<file path="src/logic/gsc_params.svh">
/*
   Constants of the gated sampling controller: register offsets, field
   positions, reset values and the fixed start-delay and length tables.
   Assumes it is included by its bare name from the package and the top.
*/
// Operation
// - gated: store only while gate condition holds
// - standard mode stops at total count immediately
// - no pretrigger; segment length ignored when gated
// - FIFO mode: same setup, no total limit
// - only twelve listed gate modes are accepted
// - one channel start offsets per rate, source
// - two channel start offsets per source at fast rate; slow rate uses the one channel slow offsets
// - start delay fixed; negative shows gate event
// - pipeline compensates delay during acquisition
// - one channel stores 7/12 fewer samples
// - two channels store 3/6 fewer samples
// - gate end acted on at eight-sample boundary
// - boundary counted over all active channels
// - up to seven extra samples after gate end
// - external edge gate opens/closes on edges
// - external width gate opens after held width
// - channel level gate opens/closes on crossings
// - channel width gate opens after held width
// - window gates open on entry or exit
// - window entry width gate: slow entry opens
// - window exit width gate: slow exit opens
`ifndef GSC_PARAMS_SVH
`define GSC_PARAMS_SVH

// ----------------------------------------------------------------------
// register offsets (byte addresses)
// ----------------------------------------------------------------------
`define GSC_ADR_CTRL      8'h00
`define GSC_ADR_CONFIG    8'h04
`define GSC_ADR_LEVEL     8'h08
`define GSC_ADR_WIDTH     8'h0C
`define GSC_ADR_TOTAL     8'h10
`define GSC_ADR_SEGLEN    8'h14
`define GSC_ADR_STATUS    8'h18
`define GSC_ADR_COUNT     8'h1C

// ----------------------------------------------------------------------
// field positions and reset values
// ----------------------------------------------------------------------
`define GSC_CTRL_GATE_EN  0
`define GSC_CTRL_FIFO     1
`define GSC_CTRL_START    2
`define GSC_CTRL_STOP     3
`define GSC_CFG_SYNC      4
`define GSC_CFG_TWO_CH    5
`define GSC_CFG_FAST      6
`define GSC_CFG_CH_SEL    7
`define GSC_LEVEL_LOW_LSB 16
`define GSC_RST_TOTAL     32'h0000_1000
`define GSC_RST_LEVEL     32'h0400_0C00

// ----------------------------------------------------------------------
// start offsets in samples, order ext, int, ext sync, int sync
// ----------------------------------------------------------------------
`define GSC_PIPE_COMP     11
`define GSC_OFS_1S_EXT    (-11)
`define GSC_OFS_1S_INT    3
`define GSC_OFS_1S_EXTS   (-10)
`define GSC_OFS_1S_INTS   4
`define GSC_OFS_1F_EXT    2
`define GSC_OFS_1F_INT    16
`define GSC_OFS_1F_EXTS   3
`define GSC_OFS_1F_INTS   17
`define GSC_OFS_2F_EXT    (-5)
`define GSC_OFS_2F_INT    8
`define GSC_OFS_2F_EXTS   (-4)
`define GSC_OFS_2F_INTS   9

// ----------------------------------------------------------------------
// samples lost per gate and alignment
// ----------------------------------------------------------------------
`define GSC_LESS_1S       7
`define GSC_LESS_1F       12
`define GSC_LESS_2S       3
`define GSC_LESS_2F       6

`endif

</file>
<file path="src/logic/gsc_pkg.sv">
/*
   Types of the gated sampling controller.
   Assumes the constants header sits beside it.
*/
package gsc_pkg;
   `include "gsc_params.svh"

   // gate condition codes, in register order
   typedef enum logic [3:0] {
      EXT_RISING_GATE, EXT_FALLING_GATE, EXT_HIGH_WIDTH_GATE, EXT_LOW_WIDTH_GATE,
      CHAN_RISING_LEVEL_GATE, CHAN_FALLING_LEVEL_GATE, CHAN_ABOVE_WIDTH_GATE,
      CHAN_BELOW_WIDTH_GATE, CHAN_WINDOW_ENTRY_GATE, CHAN_WINDOW_ENTRY_WIDTH_GATE,
      CHAN_WINDOW_EXIT_GATE, CHAN_WINDOW_EXIT_WIDTH_GATE
   } gsc_mode_t;

   // acquisition sequencer states
   typedef enum logic [2:0] {ST_IDLE, ST_ARMED, ST_DELAY, ST_STORE, ST_DONE} gsc_state_t;
endpackage

</file>
<file path="src/logic/gsc_top.sv">
/*
   Gated sampling controller: wishbone register file, gate condition
   detection, fixed start delay, end-of-gate alignment and memory write.
   Assumes sample strobe and channel data come from logic on the same
   clock; the external trigger is an asynchronous pin.
*/
`timescale 1ns/100ps
`include "gsc_params.svh"

module gsc_top
   import gsc_pkg::*;
#(
   parameter int PIPE_DEPTH = `GSC_PIPE_COMP
) (
   // system
   input  wire logic        clock,
   input  wire logic        reset,
   // wishbone slave
   input  wire logic        wbCyc,
   input  wire logic        wbStb,
   input  wire logic        wbWe,
   input  wire logic [7:0]  wbAdr,
   input  wire logic [3:0]  wbSel,
   input  wire logic [31:0] wbDatW,
   output logic      [31:0] wbDatR,
   output logic             wbAck,
   // sampling front end
   input  wire logic        sampleValid,
   input  wire logic [11:0] ch0Data,
   input  wire logic [11:0] ch1Data,
   input  wire logic        extTrigger,
   // memory write side
   output logic             memWrite,
   output logic      [23:0] memData,
   output logic             acqBusy
);

   // ---------------------------------------------------------------------
   // registers
   // ---------------------------------------------------------------------
   logic [31:0]                  ctrlReg, ctrlNext;
   logic [31:0]                  configReg, configNext;
   logic [31:0]                  levelReg, levelNext;
   logic [31:0]                  widthReg, widthNext;
   logic [31:0]                  totalReg, totalNext;
   logic [31:0]                  segLenReg, segLenNext;
   logic [31:0]                  datRReg, datRNext;
   logic                         ackReg, ackNext;
   logic                         startPulse, stopPulse;
   logic                         extSync1Reg, extSync2Reg;

   // data pipeline: compensation depth plus the longest lost-sample stretch
   localparam int                DLY_DEPTH = PIPE_DEPTH + `GSC_LESS_1F;
   gsc_state_t                   stateReg, stateNext;
   logic [DLY_DEPTH-1:0][23:0]   dlyReg, dlyNext;
   logic                         prevReg, prevNext;
   logic [15:0]                  heldReg, heldNext;
   logic [5:0]                   waitCntReg, waitCntNext;
   logic [16:0]                  gateLenReg, gateLenNext;
   logic [16:0]                  storedReg, storedNext;
   logic signed [17:0]           permitReg, permitNext;
   logic                         closedReg, closedNext;
   logic [31:0]                  countReg, countNext;
   logic [2:0]                   alignReg, alignNext;
   logic                         modeErrReg, modeErrNext;
   logic                         memWriteReg, memWriteNext;
   logic [23:0]                  memDataReg, memDataNext;
   logic                         busyReg, busyNext;

   // configuration fields
   logic                         gateEn, fifoMode, syncOn, twoCh, fastRate, chSel;
   logic [3:0]                   modeCode;
   logic [11:0]                  levelUp, levelLow;
   logic                         modeValid;
   logic [5:0]                   startWait;
   logic [4:0]                   lessCnt;

   assign gateEn   = ctrlReg[`GSC_CTRL_GATE_EN];
   assign fifoMode = ctrlReg[`GSC_CTRL_FIFO];
   assign modeCode = configReg[3:0];
   assign syncOn   = configReg[`GSC_CFG_SYNC];
   assign twoCh    = configReg[`GSC_CFG_TWO_CH];
   assign fastRate = configReg[`GSC_CFG_FAST];
   assign chSel    = configReg[`GSC_CFG_CH_SEL];
   assign levelUp  = levelReg[11:0];
   assign levelLow = levelReg[`GSC_LEVEL_LOW_LSB+11:`GSC_LEVEL_LOW_LSB];

   // ---------------------------------------------------------------------
   // helpers
   // ---------------------------------------------------------------------

   // byte-lane merge of a write
   function automatic logic [31:0] mergeWord(input logic [31:0] oldVal,
                                             input logic [31:0] newVal,
                                             input logic [3:0]  sel);
      logic [31:0] res;
      res = oldVal;
      for (int i = 0; i < 4; i++) begin
         if (sel[i]) begin
            res[i*8 +: 8] = newVal[i*8 +: 8];
         end
      end
      return res;
   endfunction

   // start wait in samples: offset plus pipeline compensation
   function automatic logic [5:0] calcWait(input logic two, input logic fast,
                                           input logic intSrc, input logic sync);
      int ofs;
      ofs = 0;
      case ({two, fast, sync, intSrc})
         4'h0, 4'h8 : ofs = `GSC_OFS_1S_EXT;
         4'h1, 4'h9 : ofs = `GSC_OFS_1S_INT;
         4'h2, 4'hA : ofs = `GSC_OFS_1S_EXTS;
         4'h3, 4'hB : ofs = `GSC_OFS_1S_INTS;
         4'h4       : ofs = `GSC_OFS_1F_EXT;
         4'h5       : ofs = `GSC_OFS_1F_INT;
         4'h6       : ofs = `GSC_OFS_1F_EXTS;
         4'h7       : ofs = `GSC_OFS_1F_INTS;
         4'hC       : ofs = `GSC_OFS_2F_EXT;
         4'hD       : ofs = `GSC_OFS_2F_INT;
         4'hE       : ofs = `GSC_OFS_2F_EXTS;
         default    : ofs = `GSC_OFS_2F_INTS;
      endcase
      return 6'(ofs + PIPE_DEPTH);
   endfunction

   assign modeValid = (modeCode <= 4'(CHAN_WINDOW_EXIT_WIDTH_GATE));
   // fixed start wait, stretched by the lost samples
   assign startWait = calcWait(twoCh, fastRate, (modeCode >= 4'(CHAN_RISING_LEVEL_GATE)), syncOn) + 6'(lessCnt);
   assign lessCnt = twoCh ? (fastRate ? 5'(`GSC_LESS_2F) : 5'(`GSC_LESS_2S))
                          : (fastRate ? 5'(`GSC_LESS_1F) : 5'(`GSC_LESS_1S));

   // ---------------------------------------------------------------------
   // wishbone slave
   // ---------------------------------------------------------------------

   // one wait cycle; writes land on the edge that sees ack high
   always_comb begin
      logic wrNow;
      wrNow      = wbCyc && wbStb && wbWe && ackReg;
      ackNext    = wbCyc && wbStb && !ackReg;
      ctrlNext   = ctrlReg & ~(32'h1 << `GSC_CTRL_START) & ~(32'h1 << `GSC_CTRL_STOP);
      configNext = configReg;
      levelNext  = levelReg;
      widthNext  = widthReg;
      totalNext  = totalReg;
      segLenNext = segLenReg;
      if (wrNow) begin
         if (wbAdr == `GSC_ADR_CTRL) begin
            ctrlNext = mergeWord(32'h0, wbDatW & 32'h0000_000F, wbSel) |
                       (ctrlReg & ~{24'h0, {8{wbSel[0]}}} & 32'h0000_0003);
         end else if (wbAdr == `GSC_ADR_CONFIG) begin
            configNext = mergeWord(configReg, wbDatW & 32'h0000_00FF, wbSel);
         end else if (wbAdr == `GSC_ADR_LEVEL) begin
            levelNext = mergeWord(levelReg, wbDatW & 32'h0FFF_0FFF, wbSel);
         end else if (wbAdr == `GSC_ADR_WIDTH) begin
            widthNext = mergeWord(widthReg, wbDatW & 32'h0000_FFFF, wbSel);
         end else if (wbAdr == `GSC_ADR_TOTAL) begin
            totalNext = mergeWord(totalReg, wbDatW, wbSel);
         end else if (wbAdr == `GSC_ADR_SEGLEN) begin
            segLenNext = mergeWord(segLenReg, wbDatW, wbSel);
         end
      end
      datRNext = datRReg;
      if (wbCyc && wbStb && !ackReg) begin
         if (wbAdr == `GSC_ADR_CTRL) begin
            datRNext = {30'h0, ctrlReg[1:0]};
         end else if (wbAdr == `GSC_ADR_CONFIG) begin
            datRNext = configReg;
         end else if (wbAdr == `GSC_ADR_LEVEL) begin
            datRNext = levelReg;
         end else if (wbAdr == `GSC_ADR_WIDTH) begin
            datRNext = widthReg;
         end else if (wbAdr == `GSC_ADR_TOTAL) begin
            datRNext = totalReg;
         end else if (wbAdr == `GSC_ADR_SEGLEN) begin
            datRNext = segLenReg;
         end else if (wbAdr == `GSC_ADR_STATUS) begin
            datRNext = {26'h0, modeErrReg, (stateReg == ST_DONE),
                        (((stateReg == ST_DELAY) || (stateReg == ST_STORE)) && !closedReg),
                        busyReg, 2'h0};
         end else if (wbAdr == `GSC_ADR_COUNT) begin
            datRNext = countReg;
         end else begin
            datRNext = 32'h0;
         end
      end
   end

   assign startPulse = ctrlReg[`GSC_CTRL_START];
   assign stopPulse  = ctrlReg[`GSC_CTRL_STOP];

   // bus registers
   always_ff @(posedge clock) begin
      if (reset) begin
         ackReg    <= 1'b0;
         datRReg   <= 32'h0;
         ctrlReg   <= 32'h0;
         configReg <= 32'h0;
         levelReg  <= `GSC_RST_LEVEL;
         widthReg  <= 32'h0;
         totalReg  <= `GSC_RST_TOTAL;
         segLenReg <= 32'h0;
      end else begin
         ackReg    <= ackNext;
         datRReg   <= datRNext;
         ctrlReg   <= ctrlNext;
         configReg <= configNext;
         levelReg  <= levelNext;
         widthReg  <= widthNext;
         totalReg  <= totalNext;
         segLenReg <= segLenNext;
      end
   end

   // ---------------------------------------------------------------------
   // gate condition
   // ---------------------------------------------------------------------

   // trigger pin synchroniser
   always_ff @(posedge clock) begin
      if (reset) begin
         extSync1Reg <= 1'b0;
         extSync2Reg <= 1'b0;
      end else begin
         extSync1Reg <= extTrigger;
         extSync2Reg <= extSync1Reg;
      end
   end

   logic        condLevel, useWidth, openEvt, closeEvt;
   logic [11:0] chData;
   logic        above, below, inWin;

   // condition level per mode; open on rise or held width, close on fall
   always_comb begin
      chData = chSel ? ch1Data : ch0Data;
      above  = chData > levelUp;
      below  = chData < levelUp;
      inWin  = (chData > levelLow) && (chData < levelUp);
      condLevel = 1'b0;
      useWidth  = 1'b0;
      case (gsc_mode_t'(modeCode))
         EXT_RISING_GATE              : condLevel = extSync2Reg;
         EXT_FALLING_GATE             : condLevel = !extSync2Reg;
         EXT_HIGH_WIDTH_GATE          : begin condLevel = extSync2Reg;  useWidth = 1'b1; end
         EXT_LOW_WIDTH_GATE           : begin condLevel = !extSync2Reg; useWidth = 1'b1; end
         CHAN_RISING_LEVEL_GATE       : condLevel = above;
         CHAN_FALLING_LEVEL_GATE      : condLevel = below;
         CHAN_ABOVE_WIDTH_GATE        : begin condLevel = above; useWidth = 1'b1; end
         CHAN_BELOW_WIDTH_GATE        : begin condLevel = below; useWidth = 1'b1; end
         CHAN_WINDOW_ENTRY_GATE       : condLevel = inWin;
         CHAN_WINDOW_EXIT_GATE        : condLevel = !inWin;
         CHAN_WINDOW_ENTRY_WIDTH_GATE : begin condLevel = inWin; useWidth = 1'b1; end
         CHAN_WINDOW_EXIT_WIDTH_GATE  : begin condLevel = !inWin; useWidth = 1'b1; end
         default                      : condLevel = 1'b0;
      endcase
      heldNext = condLevel ? ((heldReg == 16'hFFFF) ? heldReg : heldReg + 16'h1) : 16'h0;
      openEvt  = useWidth ? (condLevel && (heldNext == widthReg[15:0] + 16'h1))
                          : (condLevel && !prevReg);
      closeEvt = !condLevel && prevReg;
   end

   // ---------------------------------------------------------------------
   // acquisition sequencer
   // ---------------------------------------------------------------------
   always_comb begin
      logic doTry;
      logic doStore;
      doTry        = 1'b0;
      doStore      = 1'b0;
      stateNext    = stateReg;
      dlyNext      = dlyReg;
      prevNext     = prevReg;
      waitCntNext  = waitCntReg;
      gateLenNext  = gateLenReg;
      storedNext   = storedReg;
      permitNext   = permitReg;
      closedNext   = closedReg;
      countNext    = countReg;
      alignNext    = alignReg;
      modeErrNext  = modeErrReg;
      memWriteNext = 1'b0;
      memDataNext  = memDataReg;
      if (stopPulse) begin
         stateNext = ST_IDLE;
      end else if (startPulse) begin
         // no pretrigger: nothing stored before the first gate
         modeErrNext = gateEn && !modeValid;
         stateNext   = (gateEn && !modeValid) ? ST_IDLE : (gateEn ? ST_ARMED : ST_STORE);
         prevNext    = 1'b1;
         closedNext  = 1'b0;
         storedNext  = 17'h0;
         countNext   = 32'h0;
         alignNext   = 3'h0;
      end else if (sampleValid) begin
         // data pipeline compensates the start delay
         dlyNext  = {dlyReg[DLY_DEPTH-2:0], ch1Data, ch0Data};
         prevNext = condLevel;
         // gate length and close tracking inside a gate
         if (((stateReg == ST_DELAY) || (stateReg == ST_STORE)) && gateEn && !closedReg) begin
            if (closeEvt) begin
               closedNext = 1'b1;
               permitNext = $signed({1'b0, gateLenReg}) - $signed({13'h0, lessCnt});
            end else begin
               gateLenNext = gateLenReg + 17'h1;
            end
         end
         case (stateReg)
            ST_ARMED : begin
               // wait for the gate to open
               if (openEvt) begin
                  closedNext  = 1'b0;
                  storedNext  = 17'h0;
                  gateLenNext = 17'h1;
                  if (startWait == 6'h0) begin
                     stateNext = ST_STORE;
                     doTry     = 1'b1;
                  end else begin
                     stateNext   = ST_DELAY;
                     waitCntNext = 6'h1;
                  end
               end
            end
            ST_DELAY : begin
               // constant wait before the first stored sample
               if (closedNext && ($signed({1'b0, storedReg}) >= permitNext)) begin
                  stateNext = ST_ARMED;
               end else if (waitCntReg == startWait) begin
                  stateNext = ST_STORE;
                  doTry     = 1'b1;
               end else begin
                  waitCntNext = waitCntReg + 6'h1;
               end
            end
            ST_STORE : doTry = 1'b1;
            default  : doTry = 1'b0;
         endcase
         if (doTry) begin
            // total limit in standard mode only
            if (!fifoMode && (countReg == totalReg)) begin
               stateNext = ST_DONE;
            // pause only on the alignment boundary
            end else if (gateEn && closedNext && (alignReg == 3'h0) &&
                         ($signed({1'b0, storedReg}) >= permitNext)) begin
               stateNext = ST_ARMED;
            end else begin
               doStore = 1'b1;
            end
         end
         if (doStore) begin
            memWriteNext = 1'b1;
            // deeper tap keeps the data offset despite the later first store
            memDataNext  = dlyReg[PIPE_DEPTH-1+int'(lessCnt)];
            countNext    = countReg + 32'h1;
            storedNext   = storedReg + 17'h1;
            alignNext    = alignReg + (twoCh ? 3'h2 : 3'h1);
         end
      end
      busyNext = (stateNext != ST_IDLE) && (stateNext != ST_DONE);
   end

   // sequencer registers
   always_ff @(posedge clock) begin
      if (reset) begin
         stateReg    <= ST_IDLE;
         dlyReg      <= '0;
         prevReg     <= 1'b1;
         heldReg     <= 16'h0;
         waitCntReg  <= 6'h0;
         gateLenReg  <= 17'h0;
         storedReg   <= 17'h0;
         permitReg   <= 18'sh0;
         closedReg   <= 1'b0;
         countReg    <= 32'h0;
         alignReg    <= 3'h0;
         modeErrReg  <= 1'b0;
         memWriteReg <= 1'b0;
         memDataReg  <= 24'h0;
         busyReg     <= 1'b0;
      end else begin
         stateReg    <= stateNext;
         dlyReg      <= dlyNext;
         prevReg     <= prevNext;
         heldReg     <= (startPulse || !sampleValid) ? (startPulse ? 16'h0 : heldReg) : heldNext;
         waitCntReg  <= waitCntNext;
         gateLenReg  <= gateLenNext;
         storedReg   <= storedNext;
         permitReg   <= permitNext;
         closedReg   <= closedNext;
         countReg    <= countNext;
         alignReg    <= alignNext;
         modeErrReg  <= modeErrNext;
         memWriteReg <= memWriteNext;
         memDataReg  <= memDataNext;
         busyReg     <= busyNext;
      end
   end

   // outputs straight from flip-flops
   assign wbAck    = ackReg;
   assign wbDatR   = datRReg;
   assign memWrite = memWriteReg;
   assign memData  = memDataReg;
   assign acqBusy  = busyReg;

endmodule // gsc_top

</file>
<file path="config.mk">
export PLATFORM = sky130hd
export DESIGN_NAME = gsc_top
export DESIGN_NICKNAME = d
export VERILOG_FILES = /design/src/logic/gsc_pkg.sv /design/src/logic/gsc_top.sv
export VERILOG_INCLUDE_DIRS = /design/src /design/src/logic
export SDC_FILE = /design/constraint.sdc
export NUM_CORES = 2
export LEC_CHECK = 0
export ABC_AREA = 1
export BUFFER_PORTS_ARGS = -buffer_cell sky130_fd_sc_hd__clkbuf_2
export CAP_MARGIN = 20
export CORE_MARGIN = 10
export CORE_UTILIZATION = 65
export CTS_BUF_LIST = sky130_fd_sc_hd__clkbuf_8
export CTS_CLUSTER_SIZE = 8
export DETAILED_ROUTE_END_ITERATION = 16
export PLACE_DENSITY = 0.79
export RECOVER_POWER = 50
export SYNTH_ARGS = -nofsm -noshare
export SYNTH_HDL_FRONTEND = slang
export SYNTH_SLANG_ARGS = --single-unit
</file>
<file path="constraint.sdc">
create_clock -name clock -period 7.12 [get_ports clock]
set_clock_uncertainty 0.05 [all_clocks]
set_input_delay 2.136 -clock clock [delete_from_list [all_inputs] [get_ports clock]]
set_output_delay 2.136 -clock clock [all_outputs]
set_load 0.01 [all_outputs]
</file>
# Yosys cells after proc, flatten, opt, wreduce, memory -nomap -nowiden
# Memories as Yosys holds them, arrays and structs flattened.
# Index checks and enable logic that the tools add are counted.
op_classes:
  bitwise: 12
  n_reduce_logical: 71
  eq_ne: 32
  muxes: 93
  add_sub_neg: 11
  n_lt_le_gt_ge: 7
ops:
  columns: ["operator", "count"]
  rows:
  - ["$mux W32", 11]
  - ["$mux W17", 9]
  - ["$bmux W24 S5", 1]
  - ["$mux W18", 5]
  - ["$mux W16", 4]
  - ["$mux W24", 2]
  - ["$reduce_and A8 Y1", 5]
  - ["$mux W3", 13]
  - ["$add A17 B1 Y17 const B", 2]
  - ["$add A16 B1 Y16 const B", 2]
  - ["$add A32 B1 Y32 const B", 1]
  - ["$eq A32 B32 Y1", 1]
  - ["$eq A8 B5 Y1 const B", 4]
  - ["$mux W1", 31]
  - ["$reduce_and A7 Y1", 4]
  - ["$gt A12 B12 Y1", 2]
  - ["$mux W6", 4]
  - ["$mux W4", 5]
  - ["$reduce_and A5 Y1", 4]
  - ["$ge A18 B18 Y1", 1]
  - ["$logic_and A1 B1 Y1", 18]
  - ["$sub A17 B4 Y18", 1]
  - ["$eq A16 B16 Y1", 1]
  - ["$eq A16 B16 Y1 const B", 1]
  - ["47 further kinds", 94]
word_totals:
  ff_bits: 844
  n_memories: 1
  output_inout_bits: 59
  rom_bits: 512
  in_bits: 75
memory_table:
  columns: ["memory", "words", "width", "rd", "rd_ports_with_merged_regs", "write_ports", "line", "source"]
  rows:
  - ["(no name shown)", 16, 32, 1, 0, 0, "gsc_top.sv:111", "case ({two, fast, sync, intSrc})"]

# Logic depth before layout (Yosys ltp)
depth:
  ltp_word: 29
  depth_mapped: 42
  ltp_nobuf: 38

# Worst setup path after synthesis
# Ideal clock, no wire load.
synth_path:
  path_type: "input port to flip-flop"
  start: "input ch0Data[11]"
  end: "register countReg[24]"
  setup_ps: 132
  path_buffers: 4
  t_arrival_ps: 6082
  slack_ps: 855
  stages: 36
  cell_sequence: "nand2_1 > nand2_1 > ha_1 > a21o_1 > nor2_1 > nand2_1 > nor2_2 > nand3_1 > nand2_1 > nand2_2 > nor2_2 > nand3_2 > inv_1 > clkbuf_1 > clkbuf_1 > nand3_1 > o21ai_0 > inv_1 > ha_1 > a21oi_1 > o21a_1 > nor2_1 > nor2_1 > o22ai_1 > nor2_1 > nand3_2 > nand2_2 > nand2_2 > nand2_4 > nand3_4 > nand2_2 > nand2_2 > buf_6 > buf_6 > nand2_1 > a21oi_1"
synth_between:
  elab_chain_cells: 28
  word_cells_on_any_way: 48
  cone_classes: "4 x order compare; 1 x eq/ne; 31 x mux; 12 x reduce/logical"
synth_lines:
  columns: ["element", "line", "source"]
  rows:
  - ["start, declared", "gsc_top.sv:29", "input wire logic [11:0] ch0Data,"]
  - ["$mux W12 *", "gsc_top.sv:238", "chData = chSel ? ch1Data : ch0Data;"]
  - ["$gt A12 B12 Y1 / $lt A12 B12 Y1 (equally long branches)", "gsc_top.sv:241, gsc_top.sv:240", null]
  - ["$logic_and A1 B1 Y1", "gsc_top.sv:241", "inWin = (chData > levelLow) && (chData < levelUp);"]
  - ["$logic_not A1 Y1", "gsc_top.sv:254, gsc_top.sv:256", null]
  - ["$pmux W1 S6 *", "gsc_top.sv:244", "case (gsc_mode_t'(modeCode))"]
  - ["parallel branches: the longest is 17 deep, another holds $ge A18 B18 Y1", null, null]
  - ["$mux W1 *", "gsc_top.sv:340", "if (doTry) begin"]
  - ["$mux W1 *", "gsc_top.sv:297", "end else if (sampleValid) begin"]
  - ["$mux W1 *", "gsc_top.sv:288", "end else if (startPulse) begin"]
  - ["$mux W1 *", "gsc_top.sv:286", "if (stopPulse) begin"]
  - ["$reduce_bool A2 Y1 (no source line) *", null, null]
  - ["$reduce_and A3 Y1 (no source line) *", null, null]
  - ["end signal, assigned", "gsc_top.sv:392", "countReg <= countNext;"]
  - ["end, declared", "gsc_top.sv:63", "logic [31:0] countReg, countNext;"]
# Every way passes the cells marked *. The select of a mux whose other input is x is not followed.
# A chain may end at the register's enable or synchronous reset.

# Worst setup path in the final report
layout_path:
  start: "input ch1Data[11]"
  end: "register memDataReg[11], in the netlist memData[11]"
layout_between:
  elab_chain_cells: 27
  word_cells_on_any_way: 47
  cone_classes: "4 x order compare; 1 x eq/ne; 31 x mux; 11 x reduce/logical"
layout_lines:
  columns: ["element", "line", "source"]
  rows:
  - ["start, declared", "gsc_top.sv:30", "input wire logic [11:0] ch1Data,"]
  - ["$mux W12 *", "gsc_top.sv:238", null]
  - ["$gt A12 B12 Y1 / $lt A12 B12 Y1 (equally long branches)", "gsc_top.sv:241, gsc_top.sv:240", null]
  - ["$logic_and A1 B1 Y1", "gsc_top.sv:241", null]
  - ["$logic_not A1 Y1", "gsc_top.sv:254, gsc_top.sv:256", null]
  - ["$pmux W1 S6 *", "gsc_top.sv:244", null]
  - ["parallel branches: the longest is 17 deep, another holds $ge A18 B18 Y1", null, null]
  - ["$mux W1 *", "gsc_top.sv:340", null]
  - ["$mux W1 *", "gsc_top.sv:297", null]
  - ["$mux W1 *", "gsc_top.sv:288", null]
  - ["$mux W1 *", "gsc_top.sv:286", null]
  - ["$reduce_and A4 Y1 (no source line) *", null, null]
  - ["end signal, assigned", "gsc_top.sv:396", "memDataReg <= memDataNext;"]
  - ["end, declared", "gsc_top.sv:67", "logic [23:0] memDataReg, memDataNext;"]
# Marks and branches as above.

==> impl_metrics.tcl <==
set metrics [dict create \
    yosysMostFrequentCell "nor2_1" \
    ys_seq_area_share_pct 42.08 \
    ant_nets 0 \
    cts_tree "done" \
    regArea_um2 16900 \
    rsz0062_at_grt "false" \
    clk_latency_ns 0.80 \
    start_util_pct 65.31 \
    holdBufCountCts 0 \
    portBuffers 133 \
    power_frac_seq_pct 50.7 \
    synthTopCellsByArea "dfxtp_1 42%, o21ai_0 12%, nor2_1 9.4%" \
    core_um2 61480 \
    crit_path_end_kind "flop" \
    required_ns 7.78 \
    p_clk_share_pct 42.2 \
    drive_above_1_share_pct 6.621 \
    layout_worst_path_cycle_share_pct 89.49 \
    crit_fanout 48 \
    htreeDepth 4 \
    yosysTopAreaCell "dfxtp_1" \
    critical_path.max_stage_delay_ns 0.49 \
    syn_area_um2 40150 \
    cap_viol_max_count 11 \
    die_h_um 268.5 \
    dr_total_vias 38600 \
    synth_common_cells "1002 x nor2_1, 988 x o21ai_0, 844 x dfxtp_1" \
    grt_usage_pct 32.12 \
    finalSetupTns_ns 0 \
    drt_pass1_iterations 7 \
    synth_edf_count 0 \
    power.switching_mw 2.606 \
    wl_per_cell_um 18.20 \
    vias_per_cell 5.923 \
    hold_violations 0 \
    clockRootBuffer "clkbuf_8" \
    irDropWorstVdd_uv 180.3 \
    async_flop_share_pct 0 \
    arrival_ns 7.03 \
    start_kind "input port" \
    grt_max_degree 235 \
    multiInputGateArea_um2 19920 \
    drc 0 \
    die-area_um2 72120 \
    drv_slew 935 \
    cts_buffer_depth 3 \
    status "complete, but fails checks" \
    antenna_found_initial 4 \
    fin_crit_ns 6.372 \
    ios 134 \
    netlist_instances 5690 \
    syn_to_final_growth_pct 8.226 \
    critPathSlowestCell "inv_1" \
    syn-num-nets 5835 \
    fin_nets 5761 \
    comb_power_share_pct 7.1 \
    clock_sinks 844 \
    leakagePower_nw 17.50 \
    synth_cell_types 56 \
    relSlewSlack_pct -82.32 \
    place_hpwl_um 76470 \
    grt_pass1_wl_um 187800 \
    path_class "in2reg" \
    die_width_um 268.5 \
    gp_congestion 1.019 \
    rows 91 \
    clock.fmax_mhz 156.9 \
    totalWireLength_um 118600 \
    hold_class "reg2reg" \
    fin_hold_ws_ns 0.3522 \
    violations "max-capacitance violations, max-slew violations" \
    swShare_pct 26.06 \
    worst_pin_slew_ns 2.735 \
    setup_viol 0 \
    grt_pass1_vias 35030 \
    ys.flop_type "dfxtp_1" \
    cts_inserted_buffers 141 \
    ys_seq_elements 844 \
    drtIter0Drc 3837 \
    p_int_mw 7.394 \
    cts.clk_slew.worst_paths_ns 0.06 \
    power_density_nw_per_um2 230.1 \
    worst-path-buf-inv 4 \
    fill_cells 5327 \
    synth_top_area_share_pct 42.08 \
    synth_warnings 0 \
    gr-total-overflow 0 \
    avgSynthCellArea_um2 7.057 \
    crit_family "simple AND/OR/NAND/NOR gates" \
]
-- routing by layer --
layer | vias up | global-route usage, % | part of all wire (%)
met2 | 1350 | 51.90 | 46
met5 | - | 0 | 0.029
li1 | 19010 | - | -
met3 | 336 | 5.261 | 6.3
met4 | 4 | 21.09 | 6.5
met1 | 17890 | 39.29 | 41
-- cell usage in the layout, fill, tap and decap left out, drive strengths merged, types with 2 or more instances in the layout --
| cell | synthesis | layout |
|---|---|---|
| fa | 3 | 3 |
| clkinvlp | 0 | 4 |
| nand2 | 562 | 562 |
| nand3 | 182 | 182 |
| a21oi | 607 | 607 |
| mux2i | 2 | 2 |
| nor2 | 1010 | 1010 |
| or2 | 9 | 9 |
| o31ai | 2 | 2 |
| o211ai | 129 | 129 |
| buf | 55 | 44 |
| diode | 0 | 2 |
| a31oi | 31 | 31 |
| xnor2 | 13 | 13 |
| nor4 | 22 | 22 |
| clkbuf | 351 | 317 |
| o22ai | 36 | 36 |
| o221ai | 49 | 49 |
| nand3b | 11 | 11 |
| a21o | 3 | 3 |
| nand4 | 40 | 40 |
| a211oi | 29 | 29 |
| a22oi | 4 | 4 |
| xor2 | 75 | 75 |
| o21ai | 990 | 990 |
| a221oi | 6 | 6 |
| inv | 472 | 538 |
| ha | 67 | 67 |
| o2111ai | 18 | 18 |
| o21bai | 2 | 2 |
| dfxtp | 844 | 844 |
| clkinv | 3 | 11 |
| nor3 | 56 | 56 |
-- power groups by stage --
stage | combinational (mW) | sequential [mW] | clock (mW)
global placement | 0.683 | 5.16 | 0
detailed placement | 0.700 | 5.17 | 0
finish | 0.712 | 5.07 | 4.22
global route | 0.811 | 5.09 | 4.49
CTS | 0.704 | 5.07 | 4.27
floorplan | 0.525 | 5.13 | 0
-- registers in the layout (all words and copies together) (netlist names), 2 cells and up, named ones only --
signal	count
alignReg	3
configReg	8
countReg	32
ctrlReg	2
dlyReg	552
gateLenReg	17
heldReg	16
levelReg	24
memData	24
permitReg	18
segLenReg	32
stateReg	3
storedReg	17
totalReg	32
waitCntReg	6
wbDatR	32
widthReg	16
-- through the flow --
stage                     total power, mW  utilization (%)  instance area (um2)  instances  setup slack [ns]
after floorplan                     5.655                -                40150       5690            0.8554
after global placement              5.845            66.33                40780       6258            0.2792
after detailed placement            5.866            66.33                40780       6258           0.09552
after CTS                           10.04            70.82                43540       6509            0.7432
after global routing                10.39            70.68                43460       6516           0.09073
final                               10.00            70.68                43460       6516            0.7484
-- worst reg2reg max path: cells and delay by family, from the launching register on --
kind | cells | cell delay [ns]
buffers and inverters | 4 | 1.22
flip-flops | 1 | 0.88
adder cells (fa/ha/maj) | 2 | 0.59
AO/OA/AOI/OAI | 8 | 1.26
AND/OR/NAND/NOR | 19 | 2.21
-- cell families (layout without fill, tap and decap cells) --
family / after synthesis / in the layout / synth area share (%)
xor+xnor: 88 / 88 / 1.938
flops: 844 / 844 / 42.08
simple gates: 1893 / 1893 / 19.37
mux: 2 / 2 / 0.04986
compound gates: 1912 / 1912 / 25.90
buf+inv: 881 / 915 / 8.429
other cells: 0 / 2 / 0
fa+ha+maj: 70 / 70 / 2.237
-- cell type report --
| cell class | instances | share of cell area (%) |
|---|---|---|
| Inverter | 475 | 4.152 |
| Clock inverter | 79 | 0.9041 |
| Multi-Input combinational cell | 3965 | 45.84 |
| Antenna cell | 2 | 0.01152 |
| Tap cell | 790 | 2.275 |
| Timing Repair Buffer | 189 | 2.482 |
| Sequential cell | 844 | 38.89 |
| Clock buffer | 172 | 5.447 |
-- path summary, 6_finish.rpt --
check	startpoint	endpoint	slack [ns]	depth (start not counted)
setup / recovery	ch1Data[11]	memData[11]$_SDFFE_PP0P_	0.75	33
hold / removal	extSync1Reg$_SDFF_PP0_	extSync2Reg$_SDFF_PP0_	0.35	2
setup reg to reg	configReg[7]$_SDFFE_PP0P_	memData[11]$_SDFFE_PP0P_	0.84	33
hold reg to reg	extSync1Reg$_SDFF_PP0_	extSync2Reg$_SDFF_PP0_	0.35	2
-- what timing repair did --
| action | CTS | global route |
|---|---|---|
| setup buffers | 0 | 0 |
| resized for setup | 0 | 1 |
| setup endpoints to repair | 0 | 24 |
Note: power is estimated with default switching activity, not from simulation.
